==> src/hpp_regs.svh <==
// hpp_regs.svh: encodings, reset values and timing counts of the
// parallel high-voltage programming port.
// assumes the includer already uses `timescale and nettype settings.
`ifndef HPP_REGS_SVH
`define HPP_REGS_SVH

// action select codes seen on the load strobe rising edge
`define HPP_ACT_ADDR     2'h0
`define HPP_ACT_DATA     2'h1
`define HPP_ACT_CMD      2'h2
`define HPP_ACT_IDLE     2'h3

// command byte codes
`define HPP_CMD_NOP      8'h00
`define HPP_CMD_ERASE    8'h80
`define HPP_CMD_WR_FUSE  8'h40
`define HPP_CMD_WR_LOCK  8'h20
`define HPP_CMD_WR_FLASH 8'h10
`define HPP_CMD_WR_EE    8'h11
`define HPP_CMD_RD_SIG   8'h08
`define HPP_CMD_RD_FUSE  8'h04
`define HPP_CMD_RD_FLASH 8'h02
`define HPP_CMD_RD_EE    8'h03

// fuse/lock read selection, {second, first} byte select
`define HPP_SEL_FUSE_LO  2'h0
`define HPP_SEL_LOCK     2'h1
`define HPP_SEL_FUSE_EXT 2'h2
`define HPP_SEL_FUSE_HI  2'h3

// reset values
`define HPP_BYTE_RST     8'h00
`define HPP_ENTRY_PAT    4'h0

// entry pattern hold time and its cycle count at the 5 ns clock
`define HPP_CLK_PERIOD_NS 5
`define HPP_ENTRY_HOLD_NS 10000
`define HPP_ENTRY_HOLD_CYC \
  ((`HPP_ENTRY_HOLD_NS + `HPP_CLK_PERIOD_NS - 1) / `HPP_CLK_PERIOD_NS)

`endif

==> src/hpp_pkg.sv <==
// hpp_pkg.sv: types shared by the programming port modules.
// assumes nothing beyond a SystemVerilog compiler.
`default_nettype none
package hpp_pkg;
  // operation requested from the nonvolatile array
  typedef enum logic [2:0] {
    HPP_OP_NONE, HPP_OP_ERASE_FLASH, HPP_OP_ERASE_EE, HPP_OP_ERASE_LOCK,
    HPP_OP_PROG_FLASH, HPP_OP_PROG_EE, HPP_OP_WR_FUSE, HPP_OP_WR_LOCK
  } hpp_op_t;
  // self-timed sequencer states
  typedef enum logic [2:0] {
    HPP_ST_IDLE, HPP_ST_ER_FLASH, HPP_ST_ER_EE, HPP_ST_ER_LOCK, HPP_ST_OP
  } hpp_st_t;
endpackage
`default_nettype wire

==> src/hpp_edge.sv <==
// hpp_edge.sv: rising and falling edge detector for strobe pins.
// assumes the strobe is already synchronous to clk.
`timescale 1ns/1ps
`default_nettype none
module hpp_edge #(
  parameter logic IDLE_LVL = 1'b0   // level the pin rests at
) (
  // clock and reset
  input  wire logic clk,
  input  wire logic rstn,
  // strobe in, edges out
  input  wire logic sig,
  output logic      rise,
  output logic      fall
);
  logic prev_q;  // strobe one cycle ago

  // previous level; reset to rest level so no false edge
  always_ff @(posedge clk or negedge rstn)
  begin
    if (!rstn)
      prev_q <= IDLE_LVL;
    else
      prev_q <= sig;
  end

  assign rise = sig & ~prev_q;
  assign fall = ~sig & prev_q;
endmodule
`default_nettype wire

==> src/hpp_page_buf.sv <==
// hpp_page_buf.sv: page buffer holding one page of words.
// assumes writes and reads come from the same clock domain.
`timescale 1ns/1ps
`default_nettype none
module hpp_page_buf #(
  parameter int WORDS = 64,         // words per page
  parameter int WIDTH = 16,         // bits per word
  parameter int IW    = $clog2(WORDS)
) (
  // clock and reset
  input  wire logic             clk,
  input  wire logic             rstn,
  // write side
  input  wire logic             wr_en,
  input  wire logic [IW-1:0]    wr_idx,
  input  wire logic [WIDTH-1:0] wr_data,
  // registered read side
  input  wire logic [IW-1:0]    rd_idx,
  output logic      [WIDTH-1:0] rd_data
);
  logic [WIDTH-1:0] mem [WORDS];  // page storage, no reset needed

  // storage write
  always_ff @(posedge clk)
  begin
    if (wr_en)
      mem[wr_idx] <= wr_data;
  end

  // read port, one cycle latency
  always_ff @(posedge clk or negedge rstn)
  begin
    if (!rstn)
      rd_data <= '0;
    else
      rd_data <= mem[rd_idx];
  end
endmodule
`default_nettype wire

==> src/hpp_prog_port.sv <==
// hpp_prog_port.sv: parallel high-voltage programming port, top level.
// assumes pins are synchronous to clk and that the array below answers
// each nvm_start_q with one nvm_done pulse when its self-timed job ends.
`timescale 1ns/1ps
`default_nettype none
`include "hpp_regs.svh"
module hpp_prog_port #(
  parameter int PAGE_WORDS = 64,               // flash words per page
  parameter int PW_BITS    = $clog2(PAGE_WORDS),
  parameter int PG_W       = 16 - PW_BITS      // page number width
) (
  // clock and reset
  input  wire logic                clk,
  input  wire logic                rstn,
  // mode entry: reset pin at high voltage
  input  wire logic                hv_entry,
  output logic                     prog_mode_q,
  // strobes and selects
  input  wire logic                load_strobe,
  input  wire logic                page_latch_strobe,
  input  wire logic                wr_n,
  input  wire logic                oe_n,
  input  wire logic                action_select_lo,
  input  wire logic                action_select_hi,
  input  wire logic                byte_select_first,
  input  wire logic                byte_select_second,
  // bidirectional data bus
  input  wire logic [7:0]          data_in,
  output logic      [7:0]          data_out_q,
  output logic                     data_oe_q,
  output logic                     ready_busy_out,
  // fuse and lock state of the part
  input  wire logic                preserve_eeprom_fuse,
  input  wire logic [7:0]          fuse_lo,
  input  wire logic [7:0]          fuse_hi,
  input  wire logic [7:0]          fuse_ext,
  input  wire logic [7:0]          lock_bits,
  // nonvolatile array side
  output logic                     nvm_start_q,
  output hpp_pkg::hpp_op_t         nvm_op_q,
  output logic      [PG_W-1:0]     nvm_page_q,
  output logic      [15:0]         nvm_addr_q,
  output logic      [1:0]          nvm_sel_q,
  output logic      [7:0]          nvm_wdata_q,
  output logic                     nvm_buf_valid_q,
  input  wire logic                nvm_done,
  input  wire logic [15:0]         nvm_rd_data,
  input  wire logic [PW_BITS-1:0]  pb_rd_idx,
  output logic      [15:0]         pb_rd_data
);
  import hpp_pkg::*;

  // refuse page sizes and page widths the addressing cannot serve
  if (PAGE_WORDS < 2 || PAGE_WORDS > 256 ||
      (1 << PW_BITS) != PAGE_WORDS || PG_W != 16 - PW_BITS)
  begin : g_bad_page
    $error("page size must be a power of two from 2 to 256");
  end

  ////////////////////////////////////////////////////////////////////////
  // strobe edges
  logic ld_rise;     // load strobe rising
  logic pl_rise;     // page latch rising
  logic wr_fall;     // write strobe falling
  logic unused_e;    // edges nobody needs
  logic unused_f;
  logic unused_g;

  hpp_edge #(.IDLE_LVL(1'b0)) u_ld (.clk(clk), .rstn(rstn),
    .sig(load_strobe), .rise(ld_rise), .fall(unused_e));
  hpp_edge #(.IDLE_LVL(1'b0)) u_pl (.clk(clk), .rstn(rstn),
    .sig(page_latch_strobe), .rise(pl_rise), .fall(unused_f));
  hpp_edge #(.IDLE_LVL(1'b1)) u_wr (.clk(clk), .rstn(rstn),
    .sig(wr_n), .rise(unused_g), .fall(wr_fall));

  ////////////////////////////////////////////////////////////////////////
  // programming mode entry and exit
  localparam int HOLD = `HPP_ENTRY_HOLD_CYC;
  logic [11:0] hold_cnt_q;   // cycles the entry pattern has stood
  logic        entry_bad_q;  // pattern moved too early; wait for exit
  logic [3:0]  entry_pat;    // page latch, actions, first byte select

  assign entry_pat = {page_latch_strobe, action_select_hi,
                      action_select_lo, byte_select_first};

  // the pattern must stand still the whole hold time, else no entry
  always_ff @(posedge clk or negedge rstn)
  begin
    if (!rstn)
    begin
      prog_mode_q <= 1'b0;
      hold_cnt_q  <= '0;
      entry_bad_q <= 1'b0;
    end
    else if (!hv_entry)
    begin
      prog_mode_q <= 1'b0;
      hold_cnt_q  <= '0;
      entry_bad_q <= 1'b0;
    end
    else if (!prog_mode_q && !entry_bad_q)
    begin
      if (entry_pat != `HPP_ENTRY_PAT)
        entry_bad_q <= 1'b1;
      else if (hold_cnt_q == 12'(HOLD - 1))
        prog_mode_q <= 1'b1;
      else
        hold_cnt_q <= hold_cnt_q + 12'h001;
    end
  end

  ////////////////////////////////////////////////////////////////////////
  // command, address and data loading
  logic [7:0] cmd_q;      // loaded command byte
  logic [7:0] addr_lo_q;  // address low byte
  logic [7:0] addr_hi_q;  // address high byte
  logic [7:0] dat_lo_q;   // data low byte
  logic [7:0] dat_hi_q;   // data high byte
  logic       ld_ok;      // load strobe accepted
  logic [1:0] act;        // action select pair

  assign act   = {action_select_hi, action_select_lo};
  assign ld_ok = ld_rise && prog_mode_q;

  // registers keep their value between operations
  always_ff @(posedge clk or negedge rstn)
  begin
    if (!rstn)
    begin
      cmd_q     <= `HPP_CMD_NOP;
      addr_lo_q <= `HPP_BYTE_RST;
      addr_hi_q <= `HPP_BYTE_RST;
      dat_lo_q  <= `HPP_BYTE_RST;
      dat_hi_q  <= `HPP_BYTE_RST;
    end
    else if (ld_ok)
    begin
      unique case (act)
        `HPP_ACT_ADDR:
          if (byte_select_first)
            addr_hi_q <= data_in;
          else
            addr_lo_q <= data_in;
        `HPP_ACT_DATA:
          if (byte_select_first)
            dat_hi_q <= data_in;
          else
            dat_lo_q <= data_in;
        `HPP_ACT_CMD:
          cmd_q <= data_in;
        `HPP_ACT_IDLE:
          ;  // no action
      endcase
    end
  end

  ////////////////////////////////////////////////////////////////////////
  // page buffer and write control
  logic pb_wr;  // latch a word into the page buffer
  logic nop_ld; // no-operation command being loaded
  logic prog_end;  // page program finished

  assign pb_wr  = pl_rise && prog_mode_q;
  assign nop_ld = ld_ok && act == `HPP_ACT_CMD && data_in == `HPP_CMD_NOP;

  hpp_page_buf #(.WORDS(PAGE_WORDS), .WIDTH(16)) u_pb (
    .clk(clk), .rstn(rstn),
    .wr_en(pb_wr),
    .wr_idx(addr_lo_q[PW_BITS-1:0]),
    .wr_data({dat_hi_q, dat_lo_q}),
    .rd_idx(pb_rd_idx), .rd_data(pb_rd_data));

  // buffer holds fresh data; a latch in the clearing cycle wins
  always_ff @(posedge clk or negedge rstn)
  begin
    if (!rstn)
      nvm_buf_valid_q <= 1'b0;
    else if (pb_wr)
      nvm_buf_valid_q <= 1'b1;
    else if (nop_ld || prog_end)
      nvm_buf_valid_q <= 1'b0;
  end

  ////////////////////////////////////////////////////////////////////////
  // self-timed operation sequencer
  hpp_st_t st_q;   // current state
  hpp_st_t st_d;   // next state
  hpp_op_t op_d;   // operation to start
  logic    go;     // write pulse accepted

  assign go = wr_fall && prog_mode_q && st_q == HPP_ST_IDLE;
  assign prog_end = nvm_done && st_q == HPP_ST_OP &&
                    (nvm_op_q == HPP_OP_PROG_FLASH ||
                     nvm_op_q == HPP_OP_PROG_EE);

  // next state and the operation started on entering it
  always_comb
  begin
    st_d = st_q;
    op_d = HPP_OP_NONE;
    unique case (st_q)
      HPP_ST_IDLE:
        if (go)
        begin
          st_d = HPP_ST_OP;
          case (cmd_q)
            `HPP_CMD_ERASE:
            begin
              st_d = HPP_ST_ER_FLASH;
              op_d = HPP_OP_ERASE_FLASH;
            end
            `HPP_CMD_WR_FLASH: op_d = HPP_OP_PROG_FLASH;
            `HPP_CMD_WR_EE:    op_d = HPP_OP_PROG_EE;
            `HPP_CMD_WR_FUSE:  op_d = HPP_OP_WR_FUSE;
            `HPP_CMD_WR_LOCK:  op_d = HPP_OP_WR_LOCK;
            default:           st_d = HPP_ST_IDLE;  // reads, nop
          endcase
        end
      HPP_ST_ER_FLASH:
        if (nvm_done)
        begin
          // a programmed fuse reads 0 and keeps the eeprom
          if (preserve_eeprom_fuse)
          begin
            st_d = HPP_ST_ER_EE;
            op_d = HPP_OP_ERASE_EE;
          end
          else
          begin
            st_d = HPP_ST_ER_LOCK;
            op_d = HPP_OP_ERASE_LOCK;
          end
        end
      HPP_ST_ER_EE:
        if (nvm_done)
        begin
          st_d = HPP_ST_ER_LOCK;
          op_d = HPP_OP_ERASE_LOCK;
        end
      HPP_ST_ER_LOCK, HPP_ST_OP:
        if (nvm_done)
          st_d = HPP_ST_IDLE;
    endcase
  end

  // state, start pulse, ready/busy; busy until the array reports done
  always_ff @(posedge clk or negedge rstn)
  begin
    if (!rstn)
    begin
      st_q           <= HPP_ST_IDLE;
      nvm_start_q    <= 1'b0;
      nvm_op_q       <= HPP_OP_NONE;
      ready_busy_out <= 1'b1;
    end
    else
    begin
      st_q           <= st_d;
      nvm_start_q    <= op_d != HPP_OP_NONE;
      ready_busy_out <= st_d == HPP_ST_IDLE;
      if (op_d != HPP_OP_NONE)
        nvm_op_q <= op_d;
    end
  end

  // operands frozen when an operation is started
  always_ff @(posedge clk or negedge rstn)
  begin
    if (!rstn)
    begin
      nvm_page_q  <= '0;
      nvm_addr_q  <= '0;
      nvm_sel_q   <= '0;
      nvm_wdata_q <= `HPP_BYTE_RST;
    end
    else if (go)
    begin
      nvm_page_q  <= PG_W'({addr_hi_q, addr_lo_q} >> PW_BITS);
      nvm_addr_q  <= {addr_hi_q, addr_lo_q};
      nvm_sel_q   <= {byte_select_second, byte_select_first};
      nvm_wdata_q <= dat_lo_q;
    end
    else if (st_q == HPP_ST_IDLE)
      nvm_addr_q  <= {addr_hi_q, addr_lo_q};  // read address follows
  end

  ////////////////////////////////////////////////////////////////////////
  // read back onto the data bus
  // byte picked for a read command and the byte selects
  function automatic logic [7:0] rd_byte(input logic [7:0] cmd,
                                         input logic [1:0] sel,
                                         input logic [15:0] word);
    logic [7:0] b;
    b = 8'h00;
    case (cmd)
      `HPP_CMD_RD_FLASH, `HPP_CMD_RD_SIG:
        b = sel[0] ? word[15:8] : word[7:0];
      `HPP_CMD_RD_EE:
        b = word[7:0];
      `HPP_CMD_RD_FUSE:
        case (sel)
          `HPP_SEL_FUSE_LO:  b = fuse_lo;
          `HPP_SEL_LOCK:     b = lock_bits;
          `HPP_SEL_FUSE_EXT: b = fuse_ext;
          `HPP_SEL_FUSE_HI:  b = fuse_hi;
        endcase
      default:
        b = 8'h00;
    endcase
    return b;
  endfunction

  // one cycle after output enable falls the bus turns round
  always_ff @(posedge clk or negedge rstn)
  begin
    if (!rstn)
    begin
      data_oe_q  <= 1'b0;
      data_out_q <= `HPP_BYTE_RST;
    end
    else
    begin
      data_oe_q  <= !oe_n && prog_mode_q;
      data_out_q <= rd_byte(cmd_q, {byte_select_second, byte_select_first},
                            nvm_rd_data);
    end
  end
endmodule
`default_nettype wire

==> config.mk <==
export PLATFORM = sky130hd
export DESIGN_NAME = hpp_prog_port
export DESIGN_NICKNAME = d
export VERILOG_FILES = /design/src/hpp_pkg.sv /design/src/hpp_edge.sv /design/src/hpp_page_buf.sv /design/src/hpp_prog_port.sv
export VERILOG_INCLUDE_DIRS = /design/src
export SDC_FILE = /design/constraint.sdc
export NUM_CORES = 1
export LEC_CHECK = 0
export ABC_AREA = 1
export BUFFER_PORTS_ARGS = -buffer_cell sky130_fd_sc_hd__buf_2
export CAP_MARGIN = 20
export CORE_ASPECT_RATIO = 1.25
export CORE_MARGIN = 3
export CORE_UTILIZATION = 51
export DETAILED_ROUTE_END_ITERATION = 10
export PLACE_DENSITY = 0.67
export SETUP_SLACK_MARGIN = 0.05
export SLEW_MARGIN = 20
export SYNTH_ARGS = -nofsm -noshare
export SYNTH_HDL_FRONTEND = slang
export SYNTH_SLANG_ARGS = --single-unit
export TNS_END_PERCENT = 20
==> constraint.sdc <==
create_clock -name clk -period 2.7 [get_ports clk]
set_input_delay 0.27 -clock clk [delete_from_list [all_inputs] [get_ports clk]]
set_output_delay 0.27 -clock clk [all_outputs]
set_load 0.02 [all_outputs]
==> reports/qor.csv, run 1 <==
metric,value,unit
status,"finished, final reports clean",
crit_path_end_kind,flop,
clk_pin_slew,0.06,ns
timing.final.hold_violations,0,
clock_tree.root_cell,clkbuf_16,
overflow,0,
cp.required,3.27,ns
synthXorXnorAreaFrac,0.0007432,
htree_levels,3,
postRouteAntennaNets,0,
crit_type,reg -> reg,
layout_common_cells,"nand2_1, edfxtp_1, nand3_1",
max_slew_margin,0.4295,
fin_crit_sh,0.8577,
first_iter_violations,4243,
die_h,345.9,um
yosysSeqAreaShare,0.7198,
rsz0062_at_grt,false,
drv_cap,0,
clk-insertion-delay-late,0.69,ns
grt_max_degree,112,
track_usage,0.2709,
wl,131600,um
dpl.hpwl,80750,um
crit_arrival,2.89,ns
dieArea,0.09614,sq mm
synth_mux_area_frac,0,
synth_top_family_by_area,simple AND/OR/NAND/NOR gates,
synth_seq_cells,1151,
cts_setup_buffers,0,
num_rows,124,
core,0.09154,sq mm
tritoncts,built,
finalMaxSlewViolations,0,
syn-num-nets,4180,
grt_pass1_vias,31503,
grt_first_pass_wirelength,196800,um
clock_path_buffers,3,
synth_compound_area_frac,0.01306,
hold_path_class,in -> reg,
via_per_inst,5.766,
crit_fanout,16,
syn_area,0.04714,sq mm
layout.nets,4407,
drcViolationCount,0,
clock-skew-final,0.03111,ns
drive_gt1_frac,0.1193,
io_buffer_count,142,
synth_edf_count,1024,
die_w,277.9,um
worst_setup_path_start_kind,flop,
wire_per_inst,23.38,um
yosys.area_share.simple,0.2276,
synthAdderAreaFrac,0.0002654,
area_delta_synth_final,14.29,%
initial_core_util,0.5150,
synthFlopType,edfxtp_1,
worst_slew_pin_slew,0.8557,ns
syn_inst,4104,
place_congestion,0.9085,
fmax,431.8,MHz
drtPass1Iterations,5,
antenna_found_initial,8,
ys_types,34,
final_common_cell,nand2_1,
fin_setup_tns,0,ns
ioPinCount,143,
synth_area_per_cell,11.49,sq um
async_reset_ff_frac,0.1103,
ir_drop,0.5524,mV
powerDensity,702.0,mW/mm^2
cts_buffers,109,
yosys_warnings,0,
fin_util,0.5886,
num_vias,32437,
setup_viol,0,
cts.sinks,1151,
fin_crit,2.316,ns
total_leakage_power,20.48,nW
## kinds of logic (layout without fill, tap and decap cells)
family	count (synthesis)	count (layout)
compound gates	115	115
xor+xnor	4	4
fa+ha+maj	1	1
buf+inv	311	634
flops	1151	1151
other cells	0	2
simple gates	2522	2522
## registers in the layout, indices dropped and copies added (netlist names), 2 cells and up
register,cells
addr_hi_q,8
addr_lo_q,8
cmd_q,8
dat_hi_q,8
dat_lo_q,8
data_out_q,8
hold_cnt_q,12
nvm_addr_q,16
nvm_op_q,3
nvm_page_q,10
nvm_sel_q,2
nvm_wdata_q,8
st_q,3
u_pb.mem,1024
u_pb.rd_data,16
## stage by stage
step	setup WS [ns]	power [mW]	std cells	instance area, sq um	hold WS, ns
after floorplan	0.4599	21.18	4104	47140	-0.02559
after global placement	0.2267	22.02	5384	49750	0.2289
after detailed placement	0.2320	22.03	5384	49750	0.2330
after CTS	0.2040	37.99	5624	53870	0.005619
after global routing	0.2195	38.91	5625	53870	0.03574
final	0.3841	37.82	5626	53880	0.01193
## metal layers
metal  routed length [um]  share of wire  global-route usage
met1                49960           0.38              0.3562
met4                 6551          0.050              0.1254
met5                   13       0.000099                   0
met3                10240          0.078             0.03950
met2                64790           0.49              0.4486
## Yosys cell counts, types with 8 or more instances
| library cell | number | area (sq um) |
|---|---|---|
| nand2_1 | 1479 | 5552 |
| edfxtp_1 | 1024 | 30750 |
| nand3_1 | 911 | 4559 |
| dfrtp_1 | 125 | 3128 |
| buf_2 | 116 | 580.6 |
| nor2_1 | 95 | 356.6 |
| o21ai_0 | 92 | 460.4 |
| inv_1 | 68 | 255.2 |
| buf_6 | 61 | 686.9 |
| clkbuf_1 | 37 | 138.9 |
| nand4_1 | 17 | 106.4 |
| buf_1 | 15 | 56.30 |
| o211ai_1 | 13 | 97.59 |
| nor3_1 | 9 | 45.04 |
| buf_4 | 8 | 60.06 |
## where the power goes
| part | internal, mW | total (mW) | switching [mW] |
|---|---|---|---|
| Combinational | 0.709 | 2.41 | 1.71 |
| Sequential | 19.2 | 19.3 | 0.0937 |
| Clock | 9.46 | 16.1 | 6.64 |
| Total | 29.4 | 37.8 | 8.44 |
## worst paths after layout
kind / slack [ns] / end / from / cells after the start
worst min register to register: 0.48 / nvm_wdata_q[3] / nvm_wdata_q[3] / 2
worst max register to register: 0.38 / nvm_buf_valid_q / prog_mode_q / 7
max in group asynchronous: 1.78 / u_pb.rd_data[10] / rstn / 3
worst max-delay path: 0.38 / nvm_buf_valid_q / prog_mode_q / 7
worst min-delay path: 0.01 / cmd_q[1] / data_in[1] / 3
min in group asynchronous: 0.08 / data_out_q[3] / rstn / 2
## area by class of cell
| cell class | count | area [sq um] |
|---|---|---|
| Fill cell | 7362 | 37660 |
| Sequential cell | 1151 | 33950 |
| Multi-Input combinational cell | 2642 | 11400 |
| Timing Repair Buffer | 354 | 2939 |
| Clock buffer | 133 | 2933 |
| Tap cell | 1197 | 1498 |
| Clock inverter | 74 | 855.8 |
| Inverter | 73 | 300.3 |
| Antenna cell | 2 | 5.005 |
## critical path, stage by stage, from the launching register on
cell and delay (ns):
dfrtp_1 0.46, nand2_1 0.09, nor2_2 0.19, nand3_2 0.29
nor2_1 0.28, nand3_1 0.11, dlygate4sd3_1 0.57, a31o_2 0.20
## repair_timing
| item | CTS | global route |
|---|---|---|
| endpoints found under the hold margin | 157 | 0 |
| endpoints found under the setup margin | 0 | 1 |
| gates resized for setup | 0 | 1 |
| hold buffers | 33 | 0 |
No activity file was read; power rests on OpenSTA's default activity.
==> inputs of run 2 (changes only) <==
clock period = 2.4 ns   (was 2.7 ns; I/O delays follow)
==> reports/qor.csv, run 2 (synthesis gave the netlist of run 1 again) <==
metric,value,unit,change
final_common_cell,nand2_1,,unchanged
ioPinCount,143,,unchanged
clk_pin_slew,0.06,ns,about the same
drtPass1Iterations,5,,unchanged
clock-skew-final,0.02958,ns,was 0.03111 ns
overflow,0,,unchanged
cts_buffers,108,,was 109
fin_setup_tns,0,ns,unchanged
drv_cap,0,,unchanged
area_delta_synth_final,14.14,%,was 14.29%
largest_register_ffs,1024,,unchanged
timing.final.hold_violations,0,,unchanged
fin_crit,2.197,ns,was 2.316 ns
largestRegisters,"u_pb.mem: 1024 flops, nvm_addr_q: 16 flops, u_pb.rd_data: 16 flops",,unchanged
ctsResizeCount,0,,unchanged
io_buffer_count,142,,unchanged
crit_path_end_kind,flop,,unchanged
dpl.hpwl,77430,um,was 80750 um
placed_cells_incl_taps,5410,,was 5384
regMostFlops,u_pb.mem,,unchanged
core,0.09154,sq mm,unchanged
worst_slack,0.2028,ns,was 0.3841 ns
layout_common_cells,"nand2_1, edfxtp_1, nand3_1",,unchanged
num_vias,32234,,was 32437
max_stage_delay,0.57,ns,about the same
crit_type,reg -> reg,,unchanged
clock_path_buffers,3,,unchanged
wire_per_inst,22.46,um,was 23.38 um
setup_viol,0,,unchanged
num_rows,124,,unchanged
worst_setup_path_start_kind,flop,,unchanged
total_leakage_power,21.54,nW,was 20.48 nW
path_cells,buf_4 -> nand2_1 -> nor2_2 -> nand3_1 -> buf_4 -> nor2_1 -> nand3_1 -> dlygate4sd3_1 -> a31o_2,,was nand2_1 -> nor2_2 -> nand3_2 -> nor2_1 -> nand3_1 -> dlygate4sd3_1 -> a31o_2
powerDensity,764.5,mW/mm^2,was 702.0 mW/mm^2
layout.nets,4436,,was 4407
wl,126900,um,was 131600 um
postRouteAntennaNets,0,,unchanged
cpLargestDelayFamily,buffers and inverters,,was simple AND/OR/NAND/NOR gates
grt_max_degree,81,,was 112
track_usage,0.2611,,was 0.2709
ir_drop,0.7209,mV,was 0.5524 mV
die_h,345.9,um,unchanged
clock_tree.root_cell,clkbuf_16,,unchanged
path_buf_inv,3,,was 1
cts.sinks,1151,,unchanged
hold_path_class,in -> reg,,unchanged
drive_gt1_frac,0.1201,,was 0.1193
die_w,277.9,um,unchanged
initial_core_util,0.5150,,unchanged
crit_arrival,2.77,ns,was 2.89 ns
rsz0062_at_grt,false,,unchanged
grt_pass1_vias,30804,,was 31503
place_congestion,0.8860,,was 0.9085
worst_slew_pin_slew,0.9301,ns,was 0.8557 ns
fin_crit_sh,0.9155,,was 0.8577
crit_fanout,16,,unchanged
htree_levels,3,,unchanged
place_ws,0.09600,ns,was 0.2320 ns
max_slew_margin,0.3792,,was 0.4295
status,"finished, final reports clean",,unchanged
finalMaxSlewViolations,0,,unchanged
tritoncts,built,,unchanged
via_per_inst,5.705,,was 5.766
fmax,455.1,MHz,was 431.8 MHz
diodes,0,,was 2
fin_cells,5650,,was 5626
clk-insertion-delay-late,0.69,ns,about the same
cp.required,2.97,ns,was 3.27 ns
drcViolationCount,0,,unchanged
fin_hold_ws,0.06763,ns,was 0.01193 ns
grt_first_pass_wirelength,190300,um,was 196800 um
cp_slowest_cell,dlygate4sd3_1,,unchanged
dieArea,0.09614,sq mm,unchanged
first_iter_violations,3596,,was 4243
antenna_found_initial,1,,was 8
-- run 2: changes by cell type in the layout (fill, tap and decap cells not counted), moves of 3 or more --
cell and change:
clkbuf_1 +13, clkinvlp_4 -4, clkinv_4 -4, dlygate4sd3_1 +3, clkbuf_16 -3, buf_4 +26
bufinv_16 -7
-- run 2: worst paths after layout --
kind	from	end	slack (ns)	depth (start not counted)
setup / recovery	prog_mode_q	nvm_buf_valid_q	0.20	9
hold / removal	pb_rd_idx[4]	u_pb.rd_data[15]	0.07	4
setup reg to reg	prog_mode_q	nvm_buf_valid_q	0.20	9
hold reg to reg	nvm_op_q[0]	nvm_op_q[0]	0.47	2
max in group asynchronous	rstn	nvm_page_q[3]	1.62	3
min in group asynchronous	rstn	data_out_q[3]	0.08	2
-- run 2: layout make-up --
| cell class | count | area, sq um |
|---|---|---|
| clock inverters | 61 | 591.8 |
| well taps | 1197 | 1498 |
| multi-input cells | 2642 | 11390 |
| inverters | 73 | 300.3 |
| clock buffers | 142 | 2893 |
| repair buffers | 384 | 3184 |
| fillers | 7209 | 37730 |
| flip-flops and latches | 1151 | 33950 |
-- run 2: per-layer routing --
metal  vias to the layer above  part of all wire  global-route usage
met2                      1346              0.50              0.4411
met4                         0             0.044              0.1150
met5                         -                 0                   0
met3                       268             0.066             0.02883
li1                      14815                 -                   -
met1                     15805              0.39              0.3443
-- run 2: timing repair --
action,CTS,global route
endpoints found under the setup margin,0,1
buffers inserted,0,1
hold buffers,36,0
hold endpoints to repair,196,0
-- run 2: where the power goes --
group          switching (mW)  leakage (nW)  internal (mW)
Combinational            1.72          6.88          0.740
Sequential             0.0863          12.9           21.6
Clock                    7.29          1.72           9.67
-- run 2: through the flow --
| step | utilization | instance area, sq um | total power, mW |
|---|---|---|---|
| 4_1_cts | 0.5877 | 53800 | 41.30 |
| 5_1_grt | 0.5878 | 53810 | 42.32 |
| 6_report | 0.5878 | 53810 | 41.13 |
| 3_3_place_gp | 0.5457 | 49960 | 24.50 |
| 3_5_place_dp | 0.5457 | 49960 | 24.52 |
| 2_1_floorplan | - | 47140 | 23.62 |
-- run 2: worst register-to-register path, cell delays in order (launching register included) --
cell and delay, ns:
dfrtp_1 0.34, buf_4 0.14, nand2_1 0.06, nor2_2 0.17, nand3_1 0.11, buf_4 0.20, nor2_1 0.21, nand3_1 0.11
dlygate4sd3_1 0.57, a31o_2 0.20
